## src/cpe_pkg.sv

```systemverilog
// Package for the cache parity error reporting block: offsets, fields, types
// Behaviour
// - Error register bits 31:7, 3:2 read zero
// - Bus parity flag on normally terminated reads
// - Bus parity machine check on demand reads
// - Cache parity machine check on demand read hits
// - Data error bit set only without a tag error
// - Simultaneous tag and data logs tag only
// - Sticky bits clear on any error register write
// - New errors only add set bits
// - Parity per data byte and tag, not valid
// - Odd bytes odd, even bytes even, tag odd
// - Invalid entries never signal parity errors
// - Read hits check all; write hits tag only
// - Demand data read error flushes, disables, aborts
// - Instruction request error flushes unless diagnostic, halts prefetch
// - CPU write tag error flushes unless diagnostic
// - DMA write tag error records bit, interrupts, no flush
// - Fatal errors trap vector four, others interrupt
// - Flush bit clears valid bits, reads zero
// - Cache disabled: all miss, no parity checks
// - Diagnostic bit maps cache into I/O space
package cpe_pkg;
  localparam logic [7:0]  CPE_IPR_MSE     = 8'h27;  // Error register number
  localparam logic [7:0]  CPE_IPR_CCTL    = 8'h25;  // Cache control register number
  localparam logic [7:0]  CPE_MCHK_VECTOR = 8'h04;
  localparam int          CPE_BIT_TAG     = 0;
  localparam int          CPE_BIT_DATA    = 1;
  localparam int          CPE_BIT_MCCP    = 4;
  localparam int          CPE_BIT_MCBP    = 5;
  localparam int          CPE_BIT_BP      = 6;
  localparam int          CPE_CC_DIA      = 0;
  localparam int          CPE_CC_FLU      = 1;
  localparam int          CPE_CC_ENA      = 2;
  localparam int          CPE_CC_WWP      = 3;
  localparam logic [31:0] CPE_MSE_MASK    = 32'h0000_0073;
  localparam logic [31:0] CPE_CC_RD_MASK  = 32'h0000_000D;
  localparam logic [31:0] CPE_CC_ONE      = 32'h0000_0010;
  localparam logic [6:0]  CPE_MSE_RST     = 7'h00;
  localparam logic [3:0]  CPE_CC_RST      = 4'h0;
  localparam int          CPE_TAG_W       = 19;
  localparam logic [31:0] CPE_DIAG_LO     = 32'h2015_0000;
  localparam logic [31:0] CPE_DIAG_HI     = 32'h2015_0FFF;

  typedef enum logic [2:0] {
    CPE_REF_NONE   = 3'b000,
    CPE_REF_DREAD  = 3'b001,  // Demand data-stream read
    CPE_REF_IREAD  = 3'b010,  // Request instruction-stream read
    CPE_REF_CPUWR  = 3'b011,  // Masked or unmasked CPU write
    CPE_REF_DMAWR  = 3'b100
  } cpe_ref_t;

  // One cache lookup presented by the core for checking
  typedef struct packed {
    logic                 valid;
    cpe_ref_t             kind;
    logic                 hit;
    logic                 entry_valid;
    logic [CPE_TAG_W-1:0] tag;
    logic                 tag_par;
    logic [31:0]          data;
    logic [3:0]           data_par;
  } cpe_lookup_t;

  // One terminated bus read cycle
  typedef struct packed {
    logic     valid;
    cpe_ref_t kind;
    logic     rdy;
    logic     err;
    logic     par_err;
  } cpe_busrd_t;

  // Processor register access
  typedef struct packed {
    logic        valid;
    logic        write;
    logic [7:0]  num;
    logic [31:0] wdata;
  } cpe_ipr_t;
endpackage

```

## src/cpe_top.sv

```systemverilog
// Cache parity generation, checking and memory system error register
`timescale 1ns/1ps
`default_nettype none
module cpe_top (
  input  wire logic                           clk,
  input  wire logic                           rst_b,
  input  wire cpe_pkg::cpe_lookup_t           lookup,
  input  wire cpe_pkg::cpe_busrd_t            busrd,
  input  wire cpe_pkg::cpe_ipr_t              ipr,
  input  wire logic [31:0]                    io_addr,
  input  wire logic [31:0]                    fill_data,
  input  wire logic [cpe_pkg::CPE_TAG_W-1:0]  fill_tag,
  output logic [3:0]                          fill_data_par,
  output logic                                fill_tag_par,
  output logic [31:0]                         ipr_rdata,
  output logic                                cache_enable,
  output logic                                cache_diag,
  output logic                                wrong_parity,
  output logic                                io_diag_hit,
  output logic                                flush_req,
  output logic                                prefetch_halt,
  output logic                                mchk_req,
  output logic [7:0]                          mchk_vector,
  output logic                                err_intr_req
);

  // Byte parity: odd-numbered bytes odd, even-numbered bytes even
  function automatic logic [3:0] gen_data_par(input logic [31:0] d);
    logic [3:0] p;
    p = '0;
    for (int i = 0; i < 4; i++) begin
      p[i] = ^d[8*i +: 8] ^ i[0];
    end
    return p;
  endfunction

  // Tag stored with odd parity, valid bit excluded
  function automatic logic gen_tag_par(input logic [cpe_pkg::CPE_TAG_W-1:0] t);
    return ~(^t);
  endfunction

  logic [6:0] mse_q, mse_d;
  logic [3:0] cc_q, cc_d;
  logic       flush_q, flush_d;
  logic       halt_q, halt_d;
  logic       mchk_q, mchk_d;
  logic       intr_q, intr_d;
  logic [3:0] fdp_q, fdp_d;
  logic       ftp_q, ftp_d;
  logic [31:0] rd_q, rd_d;
  logic       diag_q, diag_d;

  logic       chk_en;
  logic       tag_err;
  logic       data_err;
  logic       log_tag;
  logic       log_data;
  logic       is_rd;
  logic       is_wr;
  logic       bp_seen;
  logic       bp_mchk;
  logic       cp_mchk;
  logic       mse_wr;
  logic       cc_wr;
  logic [3:0] rd_par;

  // Checking only on valid hits while cache is enabled
  always_comb begin
    chk_en   = lookup.valid && lookup.hit && lookup.entry_valid && cc_q[cpe_pkg::CPE_CC_ENA];
    is_rd    = (lookup.kind == cpe_pkg::CPE_REF_DREAD) || (lookup.kind == cpe_pkg::CPE_REF_IREAD);
    is_wr    = (lookup.kind == cpe_pkg::CPE_REF_CPUWR) || (lookup.kind == cpe_pkg::CPE_REF_DMAWR);
    // Wrong-parity diagnostic inverts only the stored data parity
    rd_par   = lookup.data_par ^ {4{cc_q[cpe_pkg::CPE_CC_WWP]}};
    tag_err  = chk_en && (is_rd || is_wr) && (gen_tag_par(lookup.tag) != lookup.tag_par);
    data_err = chk_en && is_rd && (gen_data_par(lookup.data) != rd_par);
    log_tag  = tag_err;
    log_data = data_err && !tag_err;
    cp_mchk  = (tag_err || data_err) && (lookup.kind == cpe_pkg::CPE_REF_DREAD);
    bp_seen  = busrd.valid && busrd.par_err && busrd.rdy && !busrd.err &&
               ((busrd.kind == cpe_pkg::CPE_REF_DREAD) ||
                (busrd.kind == cpe_pkg::CPE_REF_IREAD));
    bp_mchk  = bp_seen && (busrd.kind == cpe_pkg::CPE_REF_DREAD);
    mse_wr   = ipr.valid && ipr.write && (ipr.num == cpe_pkg::CPE_IPR_MSE);
    cc_wr    = ipr.valid && ipr.write && (ipr.num == cpe_pkg::CPE_IPR_CCTL);
  end

  // Error register: any write clears, but a same-cycle error still sets
  always_comb begin
    mse_d = mse_wr ? cpe_pkg::CPE_MSE_RST : mse_q;
    if (log_tag) begin
      mse_d[cpe_pkg::CPE_BIT_TAG] = 1'b1;
    end
    if (log_data) begin
      mse_d[cpe_pkg::CPE_BIT_DATA] = 1'b1;
    end
    if (cp_mchk) begin
      mse_d[cpe_pkg::CPE_BIT_MCCP] = 1'b1;
    end
    if (bp_mchk) begin
      mse_d[cpe_pkg::CPE_BIT_MCBP] = 1'b1;
    end
    if (bp_seen) begin
      mse_d[cpe_pkg::CPE_BIT_BP] = 1'b1;
    end
  end

  // Cache control and error actions
  always_comb begin
    cc_d    = cc_q;
    flush_d = 1'b0;
    halt_d  = 1'b0;
    mchk_d  = 1'b0;
    intr_d  = 1'b0;
    if (cc_wr) begin
      cc_d = {ipr.wdata[cpe_pkg::CPE_CC_WWP], ipr.wdata[cpe_pkg::CPE_CC_ENA], 1'b0,
              ipr.wdata[cpe_pkg::CPE_CC_DIA]};
      flush_d = ipr.wdata[cpe_pkg::CPE_CC_FLU];
    end
    if (tag_err || data_err) begin
      case (lookup.kind)
        cpe_pkg::CPE_REF_DREAD: begin
          flush_d = 1'b1;
          cc_d    = cpe_pkg::CPE_CC_RST;
          mchk_d  = 1'b1;
        end
        cpe_pkg::CPE_REF_IREAD: begin
          flush_d = flush_d || !cc_q[cpe_pkg::CPE_CC_DIA];
          halt_d  = 1'b1;
          intr_d  = 1'b1;
        end
        cpe_pkg::CPE_REF_CPUWR: begin
          flush_d = flush_d || !cc_q[cpe_pkg::CPE_CC_DIA];
          intr_d  = 1'b1;
        end
        cpe_pkg::CPE_REF_DMAWR: begin
          intr_d  = 1'b1;
        end
        default: begin
          intr_d  = 1'b0;
        end
      endcase
    end
    if (bp_mchk) begin
      mchk_d = 1'b1;
    end else if (bp_seen) begin
      intr_d = 1'b1;
    end
  end

  // Register readback, fill parity and diagnostic window decode
  always_comb begin
    rd_d = rd_q;
    if (ipr.valid && !ipr.write) begin
      case (ipr.num)
        cpe_pkg::CPE_IPR_MSE:  rd_d = {25'h0, mse_q} & cpe_pkg::CPE_MSE_MASK;
        cpe_pkg::CPE_IPR_CCTL: rd_d = ({28'h0, cc_q} & cpe_pkg::CPE_CC_RD_MASK) |
                                      cpe_pkg::CPE_CC_ONE;
        default:               rd_d = 32'h0000_0000;
      endcase
    end
    fdp_d  = gen_data_par(fill_data);
    ftp_d  = gen_tag_par(fill_tag);
    diag_d = cc_q[cpe_pkg::CPE_CC_DIA] && (io_addr >= cpe_pkg::CPE_DIAG_LO) &&
             (io_addr <= cpe_pkg::CPE_DIAG_HI);
  end

  // State registers
  always_ff @(posedge clk or negedge rst_b) begin
    if (!rst_b) begin
      mse_q   <= cpe_pkg::CPE_MSE_RST;
      cc_q    <= cpe_pkg::CPE_CC_RST;
      flush_q <= 1'b0;
      halt_q  <= 1'b0;
      mchk_q  <= 1'b0;
      intr_q  <= 1'b0;
      fdp_q   <= 4'h0;
      ftp_q   <= 1'b0;
      rd_q    <= 32'h0000_0000;
      diag_q  <= 1'b0;
    end else begin
      mse_q   <= mse_d;
      cc_q    <= cc_d;
      flush_q <= flush_d;
      halt_q  <= halt_d;
      mchk_q  <= mchk_d;
      intr_q  <= intr_d;
      fdp_q   <= fdp_d;
      ftp_q   <= ftp_d;
      rd_q    <= rd_d;
      diag_q  <= diag_d;
    end
  end

  // Outputs from flops, vector constant; machine check pulses with the error bit update
  assign ipr_rdata     = rd_q;
  assign cache_enable  = cc_q[cpe_pkg::CPE_CC_ENA];
  assign cache_diag    = cc_q[cpe_pkg::CPE_CC_DIA];
  assign wrong_parity  = cc_q[cpe_pkg::CPE_CC_WWP];
  assign io_diag_hit   = diag_q;
  assign flush_req     = flush_q;
  assign prefetch_halt = halt_q;
  assign mchk_req      = mchk_q;
  assign mchk_vector   = cpe_pkg::CPE_MCHK_VECTOR;
  assign err_intr_req  = intr_q;
  assign fill_data_par = fdp_q;
  assign fill_tag_par  = ftp_q;

endmodule
`default_nettype wire

```

## config.mk

```make
export PLATFORM = sky130hd
export DESIGN_NAME = cpe_top
export DESIGN_NICKNAME = d
export VERILOG_FILES = /design/src/cpe_pkg.sv /design/src/cpe_top.sv
export SDC_FILE = /design/constraint.sdc
export NUM_CORES = 1
export LEC_CHECK = 0
export ABC_AREA = 1
export BUFFER_PORTS_ARGS = -buffer_cell sky130_fd_sc_hd__buf_2
export CAP_MARGIN = 25
export CORE_AREA = 2 2 96 98
export DETAILED_ROUTE_END_ITERATION = 8
export DIE_AREA = 0 0 98 100
export PLACE_DENSITY = 0.77
export RECOVER_POWER = 25
export SLEW_MARGIN = 20
export SYNTH_ARGS = -nofsm -noshare
export SYNTH_HDL_FRONTEND = slang
export SYNTH_SLANG_ARGS = --single-unit
```

## constraint.sdc

```tcl
create_clock -name clk -period 2 [get_ports clk]
set_input_delay 0.4 -clock clk [delete_from_list [all_inputs] [get_ports clk]]
set_output_delay 0.4 -clock clk [all_outputs]
set_load 0.02 [all_outputs]
```

==> results.ini, run 1 <==
[clock_tree]
htreeDepth=1
path_clk_slew_ps=90
worstSkewPairLatency_ps=270
ctsRootBufferMaster=clkbuf_8
clock-sinks=25
cts_setup_buffers=0
cts_tree=yes
cts_hold_buffers=0
cts_buffers=3
clock_path_buffers=2
cts_resized=0

[power]
pwr_density_cell_nw_per_um2=460
switching_power_mw=0.724
switching_share=0.394
ir_drop_mv=0.350
power_frac_seq=0.325
p_leak_nw=2.45
p_int_mw=1.11
power_frac_comb=0.507
p_clk_frac=0.167

[setup_path]
cp-endpoint=err_intr_req
crit_path_start=cc_q[3]
crit_arrival_ps=1920
cp-start-kind=flop
r2r_start=cc_q[3]
required_ps=2170
worstPathMaxFanout=9
reg2regPathDepth=15
end_kind=flop
reg2reg_slack_ps=250
path_class=flop to flop
r2r_end=err_intr_req

[logic_synthesis]
synth_area_um2=3000
synthTopCellsByArea=nand2_1 25%, dfrtp_1 21%, xnor2_1 13%, buf_4 8.3%, inv_1 8.3%
synth_mux_area_frac=0
synthSimpleGateAreaFrac=0.385
yosysWarnings=0
synth_compound_area_frac=0.0329
synth-edff-count=0
synthAdderAreaFrac=0
synthCells=483
synth_cell_types=33
synth_common_cells=198 x nand2_1, 66 x inv_1, 46 x xnor2_1
async_reset_ff_frac=1.00
ys.flop_type=dfrtp_1
synth_top_cell_by_area=nand2_1
ys_ff_latch=25
syn_area_per_cell_um2=6.21
synthXorXnorAreaFrac=0.198
ys_seq_area_frac=0.208
synth_top_family_by_area=simple AND/OR/NAND/NOR gates
yosysMostFrequentCell=nand2_1
netlist.area_leader.share=0.248

[global_routing]
grt_max_degree=26
grt_pass1_vias=2744
grt_pass1_wl_um=11400
track_usage=0.138
antenna_found_initial=0
grt-ovfl-total=0

[sta]
slew_headroom=0.107
setup_ws_ps=249
slew_violations=0
fin_crit_sh=0.875
tns_ps=0
period_minus_slack_ps=1750
worst_pin_slew_ps=1340
rsz0062_at_grt=no
finClkSkew_ps=1.82
setup_viol=0
clock.fmax_mhz=571
whs_ps=339
hold_viol=0

[detailed_routing]
drtIter0Drc=88
drc=0
wl_per_cell_um=9.31
via_per_inst=4.20
ant_nets=0
vias=3291
firstDrtPassIters=4
routed_wl_um=7290

[placed_design]
portBuffers=187
post_dp_cell_area_um2=3940
hpwl_um=6450
gp_congestion=0.783
preCtsSetupSlack_ps=238

[run_status]
status=completed

[floorplan]
initial_core_util=0.338
dieHeight_um=100
num_io_pins=249
die_w_um=98
dieArea_um2=9800
fp-row-count=35
core-area_um2=8890

[worst_hold_path]
hold_class=primary input to flop

[layout]
drive_gt1_frac=0.307
final_cell_area_um2=3990
finalNetCount=869
synthToLayoutAreaGrowth_pct=32.9
final_util=0.449
antennaDiodeCount=0

[run]
cap_violations=0

## critical path: stages (launching register included)
cell and delay (ps):
dfrtp_1 600, inv_6 90, nand2_1 70, nand2_1 50, nand2_1 70, nand2_1 50
nand2_1 70, nand2_1 50, nand2_1 60, nand2_1 70, nor2_2 90, nand2_2 90
nand2_4 90, nand2_4 80, nand2_1 80, nand2_1 50
## flip-flops by register name, summed over array words and instances (netlist names)
| signal | count |
|---|---|
| cc_q | 3 |
| io_diag_hit | 1 |
| mchk_req | 1 |
| fill_data_par | 4 |
| fill_tag_par | 1 |
| flush_req | 1 |
| prefetch_halt | 1 |
| ipr_rdata | 7 |
| err_intr_req | 1 |
| mse_q | 5 |
## logic make-up (layout without fill, tap and decap cells)
group           Yosys count  in the layout
flops                    25             25
simple gates            268            268
other cells               2             33
buf+inv                 102            260
xor+xnor                 68             68
compound gates           18             18
## worst min path at each step
stage | from | end | slack [ps] | cells past startpoint
after floorplan | rst_b | cc_q[0] | 100 | 0
after global placement | rst_b | ipr_rdata[5] | 420 | 1
after detailed placement | rst_b | ipr_rdata[5] | 430 | 1
after CTS | rst_b | ipr_rdata[5] | 120 | 1
after global routing | ipr[1] | flush_req | 350 | 3
final | ipr[1] | flush_req | 340 | 3
## metal layers
| layer | share of wire | GRT usage | wire (µm) | up-vias |
|---|---|---|---|---|
| li1 | - | - | - | 1779 |
| met1 | 0.42 | 0.169 | 3070 | 1390 |
| met2 | 0.49 | 0.252 | 3590 | 122 |
| met3 | 0.087 | 0.0355 | 636 | 0 |
| met4 | 0 | 0.0139 | 0 | 0 |
| met5 | 0 | 0 | 0 | - |
## power groups by stage
stage | registers (mW) | logic [mW] | clock network [mW]
after global placement | 0.606 | 0.924 | 0
final | 0.598 | 0.931 | 0.307
after floorplan | 0.664 | 0.604 | 0
after CTS | 0.598 | 0.944 | 0.319
after detailed placement | 0.607 | 0.942 | 0
after global routing | 0.606 | 1.05 | 0.340
## area by class of cell
cell class              instances  area (µm²)
repair buffers                188         942
well taps                     111         139
clock inverters                 1        7.51
fillers                       968        4900
inverters                      68         260
clock buffers                   3        41.3
multi-input cells             387        1970
flip-flops and latches         25         626
## placed cells by master (no fill, tap or decap), drive strengths merged
master and instances:
o22ai 1, nor4b 1, nand3b 1, o41ai 1
nor2 17, conb 33, inv 68, nand3 28
xor2 22, or2 1, clkinvlp 1, nor3 3
nor4 5, a31oi 1, or4 1, xnor2 46
buf 187, clkbuf 4, dfrtp 25, nand4 5
o21ai 9, o31ai 1, nand2 206, a21oi 5
## metrics by stage
step / power (mW) / std cells
final: 1.84 / 783
after global routing: 2.00 / 783
after CTS: 1.86 / 783
after detailed placement: 1.55 / 779
after global placement: 1.53 / 779
after floorplan: 1.27 / 514
Power figures use the tool's default switching activity.
==> inputs of run 2 (changes only) <==
ABC_AREA = default   (was 1)
PLACE_DENSITY = 0.69   (was 0.77)
==> results.ini, run 2 <==
[power]
p_leak_nw=1.74
pwr_density_cell_nw_per_um2=524
finalPower_mw=1.77
ir_drop_mv=0.235

[setup_path]
max_stage_delay_ps=450
crit_arrival_ps=2070
r2r_start=cc_q[3]
crit_chain=buf_4 -> xnor2_1 -> xnor2_1 -> xnor2_1 -> a41oi_2 -> a21oi_2 -> buf_4 -> o32ai_1
r2r_end=mchk_req
end_kind=flop
worstPathMaxFanout=5
path_buf_inv=2
path_class=flop to flop
crit_slowest_cell=dfrtp_1
required_ps=2170
cp_top_family=compound AO/OA/AOI/OAI gates
cp-start-kind=flop
crit_top_cell=xnor2_1
reg2regPathDepth=8
reg2reg_slack_ps=100

[layout]
final_common_cell=buf_2
finalNetCount=635
stdcell_count=549
synthToLayoutAreaGrowth_pct=44.4
nFillCells=919
drive_gt1_frac=0.477
final_cell_area_um2=3380
most-common-layout-cells=186 x buf_2, 82 x xnor2_1, 33 x conb_1
antennaDiodeCount=0
largest_register_ffs=7
final_util=0.381

[sta]
slew_headroom=0.0860
whs_ps=350
setup_ws_ps=100
tns_ps=0
fin_crit_sh=0.950
slew_violations=0
finClkSkew_ps=1.31
setup_viol=0
worst_pin_slew_ps=1370
hold_viol=0
clock.fmax_mhz=526
period_minus_slack_ps=1900
rsz0062_at_grt=no

[worst_hold_path]
min_path_cells=3
worstHoldEndpoint=flush_req
hold_class=primary input to flop
min-delay-start=ipr[1]

[logic_synthesis]
synth_cell_types=42
ys_ff_latch=25
async_reset_ff_frac=1.00
netlist.area_leader.share=0.306
synth_common_cells=82 x xnor2_1, 33 x buf_4, 25 x dfrtp_1
synth-edff-count=0
ys_seq_area_frac=0.267
synthCells=243
syn_area_per_cell_um2=9.64
ys.flop_type=dfrtp_1
synthTopCellsByArea=xnor2_1 31%, dfrtp_1 27%, buf_4 11%, xnor3_1 3.8%, nand2_1 3.4%
yosysMostFrequentCell=xnor2_1
synth_area_um2=2340
yosysWarnings=0
synth_top_cell_by_area=xnor2_1

[detailed_routing]
drtIter0Drc=23
via_per_inst=4.10
vias=2253
firstDrtPassIters=4
wl_per_cell_um=10.8
drc=0
ant_nets=0
routed_wl_um=5950

[placed_design]
numPlacedInstances=545
hpwl_um=5390
preCtsSetupSlack_ps=-190
portBuffers=187
gp_congestion=0.750
post_dp_cell_area_um2=3330

[clock_tree]
worstSkewPairLatency_ps=270
path_clk_slew_ps=90
htreeDepth=1
clock-sinks=25
clock_path_buffers=2
cts_buffers=3
cts_hold_buffers=0
ctsRootBufferMaster=clkbuf_8
cts_tree=yes

[run_status]
status=completed

[floorplan]
initial_core_util=0.264
dieHeight_um=100
core-area_um2=8890
die_w_um=98
fp-row-count=35
dieArea_um2=9800
num_io_pins=249

[run]
cap_violations=0

[global_routing]
grt_pass1_vias=2249
grt_pass1_wl_um=9440
grt-ovfl-total=0
track_usage=0.116
antenna_found_initial=1
grt_max_degree=26

==> run 2: worst min-delay path, delay by kind of cell <==
kind,cells,cell delay (ps)
simple gates,1,40
compound gates,1,70
buf+inv,1,80
==> run 2: worst max-delay path by stage <==
stage	from	end	slack [ps]	cells after the start
CTS	cc_q[3]	mchk_req	10	8
global route	cc_q[3]	cc_q[0]	40	8
finish	cc_q[3]	mchk_req	100	8
floorplan	cc_q[3]	cc_q[0]	130	7
global placement	lookup[43]	cc_q[0]	-140	8
detailed placement	lookup[43]	cc_q[0]	-190	8
==> run 2: repair_timing <==
| action | 4_1_cts | 5_1_grt |
|---|---|---|
| buffers inserted | 0 | 0 |
| setup endpoints to repair | 0 | 5 |
| resized for setup | 0 | 1 |
==> run 2: routing by layer <==
| metal | share of wire | global-route usage | up-vias |
|---|---|---|---|
| met3 | 0.098 | 0.0341 | 2 |
| met1 | 0.34 | 0.122 | 1014 |
| met4 | 0.0057 | 0.0182 | 0 |
| met5 | 0 | 0 | - |
| met2 | 0.55 | 0.230 | 112 |
| li1 | - | - | 1125 |
==> run 2: cell type report <==
class                   count  area, µm²  area share
well taps                 111        139      0.0411
multi-input cells         212       1560       0.462
clock inverters             1       7.51     0.00222
clock buffers               3       41.3      0.0122
inverters                   1       3.75     0.00111
repair buffers            196       1000       0.296
flip-flops and latches     25        626       0.185
==> run 2: logic make-up after synthesis <==
family | count (synthesis) | share of synthesized area
compound gates | 20 | 0.0609
xor+xnor | 97 | 0.399
buf+inv | 37 | 0.119
flops | 25 | 0.267
mux | 5 | 0.0230
other cells | 2 | 0.00320
simple gates | 57 | 0.129
==> run 2: where the power goes <==
part | total, mW | internal, mW | switching (mW)
Combinational | 0.874 | 0.456 | 0.417
Sequential | 0.582 | 0.562 | 0.0200
Clock | 0.318 | 0.142 | 0.176
